[src/uart_msr_consts.svh]
// register offsets, field positions and reset values of the modem status and enable bank
`ifndef UART_MSR_CONSTS_SVH
`define UART_MSR_CONSTS_SVH

// apb byte addresses, one aligned word each
`define OFF_IE_MASK 8'h04
`define OFF_IDENT 8'h08
`define OFF_MODEM_CTRL 8'h0c
`define OFF_PIN_CFG 8'h10
`define OFF_ENH_FEAT 8'h14
`define OFF_MODEM_STAT 8'h18
`define OFF_SCRATCH 8'h1c
`define OFF_PIN_LEVEL 8'h20
`define OFF_FLOW_EVT 8'h24

// interrupt enable mask fields
`define IE_RX_DATA 0
`define IE_TX_HOLD 1
`define IE_LINE_ERR 2
`define IE_MODEM 3
`define IE_SLEEP 4
`define IE_XOFF 5
`define IE_RTS 6
`define IE_CTS 7

// modem status fields
`define MS_DCTS 0
`define MS_DDSR 1
`define MS_TERI 2
`define MS_DCD 3
`define MS_CTS 4
`define MS_DSR 5
`define MS_RI 6
`define MS_CD 7

// modem control fields
`define MC_DTR 0
`define MC_RTS 1
`define MC_LOOP 4

// pin configuration and enhanced feature fields
`define PC_MODEM_SEL 1
`define EF_WR_EN 4

// general pins that double as modem inputs
`define GP_DSR 4
`define GP_CD 6
`define GP_RI 7

// flow event fields
`define FE_CTS_RISE 0
`define FE_RTS_RISE 1

// identification codes, bits 5:0 of the ident register
`define ID_LINE_ERR 6'h06
`define ID_RX_DATA 6'h04
`define ID_TX_HOLD 6'h02
`define ID_MODEM 6'h00
`define ID_XOFF 6'h10
`define ID_FLOW 6'h20
`define ID_NONE 6'h01

// reset values
`define RST_BYTE 8'h00
`define RST_WORD 32'h0000_0000

`endif

[src/uart_msr_pkg.sv]
// types shared by the modem status and interrupt enable bank
package uart_msr_pkg;

  // apb request as seen by the slave
  typedef struct packed {
    logic psel;
    logic penable;
    logic pwrite;
    logic [7:0] paddr;
    logic [31:0] pwdata;
  } apb_req_t;

  // levels of the modem side pins, all active low except general pins raw
  typedef struct packed {
    logic [7:0] gpio;
    logic cts_n;
    logic rts_n;
  } modem_pins_t;

  // levels from the rest of the uart that may raise an interrupt
  typedef struct packed {
    logic rx_data_avail;
    logic rx_line_err;
    logic tx_below_thresh;
    logic xoff_rcvd;
  } uart_evt_t;

endpackage : uart_msr_pkg

[src/uart_msr_ier.sv]
// modem status, scratch pad and interrupt enable register bank on apb
`timescale 1ns/1ps
`include "uart_msr_consts.svh"

module uart_msr_ier (
  input wire logic CORE_CLK_I,
  input wire logic RST_I,
  input wire uart_msr_pkg::apb_req_t APB_REQ_I,
  output logic [31:0] PRDATA_O,
  output logic PREADY_O,
  output logic PSLVERR_O,
  input wire uart_msr_pkg::modem_pins_t PINS_I,
  input wire uart_msr_pkg::uart_evt_t EVT_I,
  output logic RTS_N_O,
  output logic DTR_N_O,
  output logic SLEEP_REQ_O,
  output logic IRQ_N_O
);
  import uart_msr_pkg::*;

  ////////////////////////////////////////////////////////////////////////////////
  // bus decode

  logic [7:0] interrupt_enable_mask_reg;
  logic [7:0] modem_control_reg;
  logic [7:0] pin_config_reg;
  logic [7:0] enhanced_feature_reg;
  logic [7:0] scratch_pad_reg;
  logic [3:0] delta_reg;
  logic [1:0] flow_evt_reg;
  logic thr_pend_reg;
  logic [3:0] stat_prev_reg;
  logic rts_prev_reg;
  logic tx_below_prev_reg;
  logic [31:0] prdata_reg;
  logic [3:0] clr_delta_reg;
  logic [1:0] clr_flow_reg;
  logic clr_thr_reg;
  logic irq_n_reg;
  logic hit;
  logic wr_done;
  logic rd_setup;
  logic rd_done;
  logic [3:0] stat_now;
  logic [7:0] modem_line_status;
  logic [7:0] pin_level;
  logic [7:0] ident;
  logic pending;
  logic modem_sel;
  logic loop_on;

  // every access finishes in its first access cycle
  assign PREADY_O = 1'b1;
  assign wr_done = APB_REQ_I.psel & APB_REQ_I.penable & APB_REQ_I.pwrite;
  assign rd_setup = APB_REQ_I.psel & ~APB_REQ_I.penable & ~APB_REQ_I.pwrite;
  assign rd_done = APB_REQ_I.psel & APB_REQ_I.penable & ~APB_REQ_I.pwrite;

  // address hit check, unmapped words answer with an error
  always_comb begin
    case (APB_REQ_I.paddr)
      `OFF_IE_MASK, `OFF_IDENT, `OFF_MODEM_CTRL, `OFF_PIN_CFG, `OFF_ENH_FEAT,
      `OFF_MODEM_STAT, `OFF_SCRATCH, `OFF_PIN_LEVEL, `OFF_FLOW_EVT: hit = 1'b1;
      default: hit = 1'b0;
    endcase
  end
  assign PSLVERR_O = APB_REQ_I.psel & APB_REQ_I.penable & ~hit;

  ////////////////////////////////////////////////////////////////////////////////
  // modem input conditioning

  assign modem_sel = pin_config_reg[`PC_MODEM_SEL];
  assign loop_on = modem_control_reg[`MC_LOOP];

  // active high status, pins are inverted; loopback takes rts/dtr bits instead
  // status order: {cd, ri, dsr, cts}
  always_comb begin
    stat_now[3] = modem_sel & ~PINS_I.gpio[`GP_CD];
    stat_now[2] = modem_sel & ~PINS_I.gpio[`GP_RI];
    if (loop_on) begin
      stat_now[1] = modem_control_reg[`MC_DTR];
      stat_now[0] = modem_control_reg[`MC_RTS];
    end else begin
      stat_now[1] = modem_sel & ~PINS_I.gpio[`GP_DSR];
      stat_now[0] = ~PINS_I.cts_n;
    end
  end

  assign modem_line_status = {stat_now, delta_reg};

  // general pins used as modem inputs read zero here, software must use the status
  always_comb begin
    pin_level = PINS_I.gpio;
    if (modem_sel) begin
      pin_level[`GP_DSR] = 1'b0;
      pin_level[`GP_CD] = 1'b0;
      pin_level[`GP_RI] = 1'b0;
    end
  end

  ////////////////////////////////////////////////////////////////////////////////
  // interrupt gating and identification

  // pending sources in priority order; the first hit names the ident code
  always_comb begin
    pending = 1'b1;
    ident = {2'b00, `ID_NONE};
    if (interrupt_enable_mask_reg[`IE_LINE_ERR] & EVT_I.rx_line_err) begin
      ident = {2'b00, `ID_LINE_ERR};
    end else if (interrupt_enable_mask_reg[`IE_RX_DATA] & EVT_I.rx_data_avail) begin
      ident = {2'b00, `ID_RX_DATA};
    end else if (interrupt_enable_mask_reg[`IE_TX_HOLD] & thr_pend_reg) begin
      ident = {2'b00, `ID_TX_HOLD};
    end else if (interrupt_enable_mask_reg[`IE_MODEM] & (|delta_reg)) begin
      ident = {2'b00, `ID_MODEM};
    end else if (interrupt_enable_mask_reg[`IE_XOFF] & EVT_I.xoff_rcvd) begin
      ident = {2'b00, `ID_XOFF};
    end else if ((interrupt_enable_mask_reg[`IE_CTS] & flow_evt_reg[`FE_CTS_RISE])
                 | (interrupt_enable_mask_reg[`IE_RTS] & flow_evt_reg[`FE_RTS_RISE])) begin
      ident = {2'b00, `ID_FLOW};
    end else begin
      pending = 1'b0;
    end
  end

  // interrupt pin, registered so it never glitches
  always_ff @(posedge CORE_CLK_I) begin
    if (RST_I) begin
      irq_n_reg <= 1'b1;
    end else begin
      irq_n_reg <= ~pending;
    end
  end
  assign IRQ_N_O = irq_n_reg;

  ////////////////////////////////////////////////////////////////////////////////
  // software writable registers

  // enable mask; upper nibble locked unless the feature write enable is set
  always_ff @(posedge CORE_CLK_I) begin
    if (RST_I) begin
      interrupt_enable_mask_reg <= `RST_BYTE;
    end else if (wr_done && APB_REQ_I.paddr == `OFF_IE_MASK) begin
      interrupt_enable_mask_reg[3:0] <= APB_REQ_I.pwdata[3:0];
      if (enhanced_feature_reg[`EF_WR_EN]) begin
        interrupt_enable_mask_reg[7:4] <= APB_REQ_I.pwdata[7:4];
      end
    end
  end

  // control registers feeding loopback, pin mode and the write lock
  always_ff @(posedge CORE_CLK_I) begin
    if (RST_I) begin
      modem_control_reg <= `RST_BYTE;
      pin_config_reg <= `RST_BYTE;
      enhanced_feature_reg <= `RST_BYTE;
    end else if (wr_done) begin
      if (APB_REQ_I.paddr == `OFF_MODEM_CTRL) begin
        modem_control_reg <= APB_REQ_I.pwdata[7:0];
      end
      if (APB_REQ_I.paddr == `OFF_PIN_CFG) begin
        pin_config_reg <= APB_REQ_I.pwdata[7:0];
      end
      if (APB_REQ_I.paddr == `OFF_ENH_FEAT) begin
        enhanced_feature_reg <= APB_REQ_I.pwdata[7:0];
      end
    end
  end

  // scratch byte touches nothing else
  always_ff @(posedge CORE_CLK_I) begin
    if (RST_I) begin
      scratch_pad_reg <= `RST_BYTE;
    end else if (wr_done && APB_REQ_I.paddr == `OFF_SCRATCH) begin
      scratch_pad_reg <= APB_REQ_I.pwdata[7:0];
    end
  end

  // outputs driven from control and enable bits; rts and dtr pins are active low, sleep request is active high
  assign RTS_N_O = ~modem_control_reg[`MC_RTS];
  assign DTR_N_O = ~modem_control_reg[`MC_DTR];
  assign SLEEP_REQ_O = interrupt_enable_mask_reg[`IE_SLEEP];

  ////////////////////////////////////////////////////////////////////////////////
  // read path; data is captured in setup so read-clear only drops bits seen

  always_ff @(posedge CORE_CLK_I) begin
    if (RST_I) begin
      prdata_reg <= `RST_WORD;
      clr_delta_reg <= 4'h0;
      clr_flow_reg <= 2'h0;
      clr_thr_reg <= 1'b0;
    end else if (rd_setup) begin
      clr_delta_reg <= 4'h0;
      clr_flow_reg <= 2'h0;
      clr_thr_reg <= 1'b0;
      case (APB_REQ_I.paddr)
        `OFF_IE_MASK: prdata_reg <= {24'h0, interrupt_enable_mask_reg};
        `OFF_IDENT: begin
          prdata_reg <= {24'h0, ident};
          clr_thr_reg <= (ident[5:0] == `ID_TX_HOLD);
        end
        `OFF_MODEM_CTRL: prdata_reg <= {24'h0, modem_control_reg};
        `OFF_PIN_CFG: prdata_reg <= {24'h0, pin_config_reg};
        `OFF_ENH_FEAT: prdata_reg <= {24'h0, enhanced_feature_reg};
        `OFF_MODEM_STAT: begin
          prdata_reg <= {24'h0, modem_line_status};
          clr_delta_reg <= delta_reg;
        end
        `OFF_SCRATCH: prdata_reg <= {24'h0, scratch_pad_reg};
        `OFF_PIN_LEVEL: prdata_reg <= {24'h0, pin_level};
        `OFF_FLOW_EVT: begin
          prdata_reg <= {30'h0, flow_evt_reg};
          clr_flow_reg <= flow_evt_reg;
        end
        default: prdata_reg <= `RST_WORD;
      endcase
    end
  end
  assign PRDATA_O = prdata_reg;

  ////////////////////////////////////////////////////////////////////////////////
  // sticky change flags; a new event in the clearing cycle wins

  logic [3:0] delta_evt;
  logic [1:0] flow_evt;
  logic thr_evt;
  logic rts_now;

  assign rts_now = ~PINS_I.rts_n;
  // order {dcd, teri, ddsr, dcts}; teri only on pin low to high
  assign delta_evt = {stat_now[3] ^ stat_prev_reg[3],
                      stat_prev_reg[2] & ~stat_now[2],
                      stat_now[1] ^ stat_prev_reg[1],
                      stat_now[0] ^ stat_prev_reg[0]};
  // pin low to high means the active high status falls
  assign flow_evt = {rts_prev_reg & ~rts_now, stat_prev_reg[0] & ~stat_now[0]};
  // only a fresh fall below the threshold counts, not a re-enable
  assign thr_evt = EVT_I.tx_below_thresh & ~tx_below_prev_reg;

  // previous levels for edge detection
  always_ff @(posedge CORE_CLK_I) begin
    if (RST_I) begin
      stat_prev_reg <= 4'h0;
      rts_prev_reg <= 1'b0;
      tx_below_prev_reg <= 1'b0;
    end else begin
      stat_prev_reg <= stat_now;
      rts_prev_reg <= rts_now;
      tx_below_prev_reg <= EVT_I.tx_below_thresh;
    end
  end

  // modem change flags, cleared by a completed status read
  always_ff @(posedge CORE_CLK_I) begin
    if (RST_I) begin
      delta_reg <= 4'h0;
    end else if (rd_done && APB_REQ_I.paddr == `OFF_MODEM_STAT) begin
      delta_reg <= (delta_reg & ~clr_delta_reg) | delta_evt;
    end else begin
      delta_reg <= delta_reg | delta_evt;
    end
  end

  // flow change flags, cleared by a completed flow event read
  always_ff @(posedge CORE_CLK_I) begin
    if (RST_I) begin
      flow_evt_reg <= 2'h0;
    end else if (rd_done && APB_REQ_I.paddr == `OFF_FLOW_EVT) begin
      flow_evt_reg <= (flow_evt_reg & ~clr_flow_reg) | flow_evt;
    end else begin
      flow_evt_reg <= flow_evt_reg | flow_evt;
    end
  end

  // transmit holding request; ends on ident read showing it or on refill
  always_ff @(posedge CORE_CLK_I) begin
    if (RST_I) begin
      thr_pend_reg <= 1'b0;
    end else if (thr_evt) begin
      thr_pend_reg <= 1'b1;
    end else if (!EVT_I.tx_below_thresh) begin
      thr_pend_reg <= 1'b0;
    end else if (rd_done && APB_REQ_I.paddr == `OFF_IDENT && clr_thr_reg) begin
      thr_pend_reg <= 1'b0;
    end
  end
endmodule : uart_msr_ier

[config.mk]
export PLATFORM = sky130hd
export DESIGN_NAME = uart_msr_ier
export DESIGN_NICKNAME = d
export VERILOG_FILES = /design/src/uart_msr_pkg.sv /design/src/uart_msr_ier.sv
export VERILOG_INCLUDE_DIRS = /design/src
export SDC_FILE = /design/constraint.sdc
export NUM_CORES = 1
export LEC_CHECK = 0
export ABC_AREA = 1
export CORE_MARGIN = 3
export CORE_UTILIZATION = 60
export DETAILED_ROUTE_END_ITERATION = 6
export DONT_BUFFER_PORTS = 1
export PLACE_DENSITY = 0.82
export SYNTH_ARGS = -nofsm -noshare
export SYNTH_HDL_FRONTEND = slang
export SYNTH_SLANG_ARGS = --single-unit
[constraint.sdc]
create_clock -name CORE_CLK_I -period 2.2 [get_ports CORE_CLK_I]
set_input_delay 0.55 -clock CORE_CLK_I [delete_from_list [all_inputs] [get_ports CORE_CLK_I]]
set_output_delay 0.55 -clock CORE_CLK_I [all_outputs]
set_load 0.01 [all_outputs]
==> impl_metrics.prom <==
# TYPE chip_impl_metric gauge
chip_impl_info{name="outcome",value="finished, violations left"} 1
chip_impl_metric{name="p_comb_share",unit="%"} 4.9
chip_impl_metric{name="cts-root-to-sink-buffers",unit=""} 2
chip_impl_metric{name="timing.final.setup_violations",unit=""} 0
chip_impl_metric{name="die_width",unit="µm"} 83.26
chip_impl_metric{name="pwr-share-seq",unit="%"} 52.0
chip_impl_metric{name="synthesis.instances",unit=""} 521
chip_impl_metric{name="fin_skew",unit="ps"} 7.630
chip_impl_metric{name="final_nets",unit=""} 587
chip_impl_metric{name="drv.max_cap_violation_count",unit=""} 0
chip_impl_metric{name="timing.reg2reg.setup_slack",unit="ps"} 780
chip_impl_metric{name="pwr_dens",unit="mW/mm²"} 648.7
chip_impl_metric{name="cts-hold-fix-buffers",unit=""} 0
chip_impl_metric{name="critPathMaxFanout",unit=""} 5
chip_impl_metric{name="post_route_cells_drive_above_1_share",unit="%"} 11.86
chip_impl_metric{name="number_of_antenna_violations_at_the_first_check_in_global_routing",unit=""} 0
chip_impl_metric{name="fmaxAchievable",unit="GHz"} 0.5057
chip_impl_metric{name="via_count",unit=""} 3401
chip_impl_metric{name="netlist_area",unit="mm²"} 0.003581
chip_impl_metric{name="drtAntennaViolNets",unit=""} 0
chip_impl_info{name="crit-reg2reg-capture",value="PRDATA_O[7]"} 1
chip_impl_metric{name="finalCriticalPeriod",unit="ps"} 1978
chip_impl_metric{name="grt.met1_usage",unit="%"} 34.51
chip_impl_metric{name="hold_viol_final",unit=""} 0
chip_impl_metric{name="setup_tns",unit="ps"} 0
chip_impl_metric{name="relSlewSlack",unit="%"} 49.94
chip_impl_metric{name="post_synth.cell_area_avg",unit="µm²"} 6.873
chip_impl_metric{name="power_frac_clock",unit="%"} 43.1
chip_impl_metric{name="globalRouteTotalUtil",unit="%"} 27.05
chip_impl_metric{name="grt_pass1_wl",unit="µm"} 15190
chip_impl_metric{name="routabilityCongestion",unit=""} 0.9949
chip_impl_metric{name="switching_share",unit="%"} 23.37
chip_impl_info{name="layout.cells.most_common_list",value="nand2_1 (140), dfxtp_1 (69), nand3_1 (63), nor2_1 (63), a21oi_1 (49)"} 1
chip_impl_info{name="hold_path_class",value="in -> reg"} 1
chip_impl_metric{name="met3_usage",unit="%"} 6.548
chip_impl_info{name="clockRootBuffer",value="clkbuf_8"} 1
chip_impl_metric{name="grt_max_degree",unit=""} 42
chip_impl_metric{name="seq_area_frac_synth",unit="%"} 38.57
chip_impl_metric{name="yosysWarnings",unit=""} 0
chip_impl_metric{name="drc_errors",unit=""} 2
chip_impl_metric{name="finalMaxSlewViolations",unit=""} 0
chip_impl_metric{name="grt_pass1_vias",unit=""} 3169
chip_impl_metric{name="ff2ff_path_depth",unit=""} 8
chip_impl_metric{name="floorplan.die_area",unit="mm²"} 0.006931
chip_impl_info{name="timing.critical_path.to_type",value="primary output"} 1
chip_impl_metric{name="io_pins",unit=""} 97
chip_impl_info{name="list_of_cells_traversed_by_the_critical_path",value="nor2_4 -> nand3_4 -> nor2_4 -> inv_2 -> nand4_1 -> a211oi_1 -> buf_4"} 1
chip_impl_metric{name="die_h",unit="µm"} 83.26
chip_impl_metric{name="ys_seq_elements",unit=""} 69
chip_impl_metric{name="row_count",unit=""} 27
chip_impl_metric{name="cts.sink_count",unit=""} 69
chip_impl_info{name="crit_path_start_kind",value="input pin"} 1
chip_impl_metric{name="register_area",unit="mm²"} 0.001381
chip_impl_info{name="grt_busiest_layer",value="met2"} 1
chip_impl_metric{name="netlist-cell-type-count",unit=""} 28
chip_impl_metric{name="power.internal",unit="mW"} 1.871
chip_impl_metric{name="critPathRequiredTime",unit="ps"} 1650
chip_impl_metric{name="synthToLayoutAreaGrowth",unit="%"} 5.136
chip_impl_metric{name="detailed_place_hpwl",unit="µm"} 6854
chip_impl_metric{name="worstMarginPinSlew",unit="ps"} 750.1
chip_impl_metric{name="globalRouteOverflowTotal",unit=""} 0
chip_impl_metric{name="placement.io_buffers",unit=""} 0
chip_impl_metric{name="globalRouteMet2Util",unit="%"} 44.31
chip_impl_info{name="violations",value="DRC"} 1
chip_impl_metric{name="fill_cells",unit=""} 506
chip_impl_metric{name="post_cts_buffers",unit=""} 0
chip_impl_metric{name="detail_route.wirelength",unit="µm"} 9402
chip_impl_info{name="timing.rr.start",value="pin_config_reg[1]"} 1
chip_impl_metric{name="totalPowerFinal",unit="mW"} 2.442
chip_impl_metric{name="multi_input_comb_area",unit="mm²"} 0.001879
chip_impl_metric{name="detailedRoute.firstIterationViolations",unit=""} 325
chip_impl_metric{name="critPathArrivalTime",unit="ps"} 1430
chip_impl_info{name="critical_path.most_common_cell",value="nor2_4"} 1
chip_impl_metric{name="total_leakage_power",unit="nW"} 1.581
chip_impl_metric{name="worst_setup_hold_path_clk_slew",unit="ps"} 80
chip_impl_info{name="mostFrequentLayoutCell",value="nand2_1"} 1
chip_impl_metric{name="cts_made_buffers",unit=""} 9
chip_impl_metric{name="placeableCoreArea",unit="mm²"} 0.005642
chip_impl_metric{name="insertedDiodeCount",unit=""} 0
chip_impl_metric{name="starting_density",unit="%"} 63.47
chip_impl_metric{name="post-route-period-util",unit="%"} 89.89
chip_impl_metric{name="cts_max_level",unit=""} 3
chip_impl_metric{name="detail_route.wl_per_cell",unit="µm"} 15.59
chip_impl_metric{name="route.detailed.vias_per_inst",unit=""} 5.640
chip_impl_info{name="crit_path_start",value="APB_REQ_I[39]"} 1
chip_impl_info{name="timing.critical_path.slowest_stage_cell",value="nor2_4"} 1
chip_impl_metric{name="cts_resized",unit=""} 0
chip_impl_info{name="critical_path_class",value="in -> out"} 1
chip_impl_metric{name="detail_route.first_pass.iterations",unit=""} 7
chip_impl_metric{name="crit_path_max_incr_delay",unit="ps"} 220
chip_impl_info{name="crit_path_to",value="PSLVERR_O"} 1
chip_impl_info{name="cts_tree",value="yes"} 1
chip_impl_info{name="rsz_0062_raised_after_global_routing",value="no"} 1
chip_impl_metric{name="vdd.ir_drop.worst",unit="mV"} 0.5478
chip_impl_metric{name="clk-insertion-delay-late",unit="ps"} 350
chip_impl_metric{name="power_switching",unit="mW"} 0.5709
## layout make-up
type	count	area share, %
multi-input cells	402	49.92
flip-flops and latches	69	36.69
clock buffers	12	4.121
inverters	33	3.290
repair buffers	12	2.393
well taps	72	2.393
clock inverters	3	1.196
## cell families after synthesis
| group | share of synthesized area (%) |
|---|---|
| simple gates | 38.05 |
| compound gates | 10.83 |
| buf+inv | 11.50 |
| flops | 38.57 |
| xor+xnor | 0.4893 |
| other cells | 0.2097 |
| fa+ha+maj | 0.3494 |
## power by group through the flow
stage	clock network [mW]	logic, mW	registers, mW
finish	1.05	0.121	1.27
global route	1.11	0.133	1.27
CTS	1.05	0.119	1.27
detailed placement	0	0.117	1.30
global placement	0	0.114	1.30
floorplan	0	0.139	1.30
## metal layers
metal | routed length, µm | share of wire [%]
met1 | 3835 | 41
met2 | 4434 | 47
met3 | 937 | 10
met4 | 195 | 2.1
met5 | 0 | 0
## per-stage QoR
stage | hold WS [ps] | area [µm²] | worst slack, ps | std cells | util (%)
4_1_cts | 258.0 | 3765 | 223.9 | 603 | 66.73
2_1_floorplan | 386.5 | 3667 | 337.3 | 544 | -
5_1_grt | 252.3 | 3765 | 156.5 | 603 | 66.73
6_report | 265.6 | 3765 | 222.5 | 603 | 66.73
3_3_place_gp | 389.1 | 3565 | 249.4 | 588 | 63.18
3_5_place_dp | 395.5 | 3565 | 210.8 | 588 | 63.18
## critical path, delay by kind of cell
kind | cells | cell delay (ps)
AND/OR/NAND/NOR | 4 | 580
buffers and inverters | 2 | 240
AO/OA/AOI/OAI | 1 | 50
## cells in the mapped netlist
cell | number | share of area, %
xnor2_1 | 2 | 0.49
nand4_1 | 2 | 0.35
nor2_2 | 4 | 0.70
a211oi_1 | 1 | 0.21
clkinv_1 | 1 | 0.10
nor3_1 | 3 | 0.42
nor3_2 | 1 | 0.28
nand3_2 | 3 | 0.84
buf_6 | 5 | 1.6
ha_1 | 1 | 0.35
nand3_1 | 63 | 8.8
nor2_4 | 11 | 3.5
dfxtp_1 | 69 | 39
nand2_2 | 5 | 0.87
conb_1 | 2 | 0.21
inv_1 | 22 | 2.3
nand2_1 | 140 | 15
buf_1 | 2 | 0.21
inv_2 | 10 | 1.0
o21ai_1 | 4 | 0.56
clkbuf_1 | 5 | 0.52
buf_2 | 2 | 0.28
buf_4 | 26 | 5.5
o21ai_0 | 23 | 3.2
a21oi_1 | 49 | 6.8
nor2_1 | 63 | 6.6
nand3_4 | 1 | 0.49
nor2_8 | 1 | 0.56
## worst min-delay path by stage
stage	slack, ps	from	depth (start not counted)	end
after floorplan	390	tx_below_prev_reg	1	thr_pend_reg
after global placement	390	tx_below_prev_reg	1	thr_pend_reg
after detailed placement	400	tx_below_prev_reg	1	thr_pend_reg
after CTS	260	RST_I	1	rts_prev_reg
after global routing	250	RST_I	1	delta_reg[3]
final	270	RST_I	1	scratch_pad_reg[0]
Power figures use the tool's default switching activity.
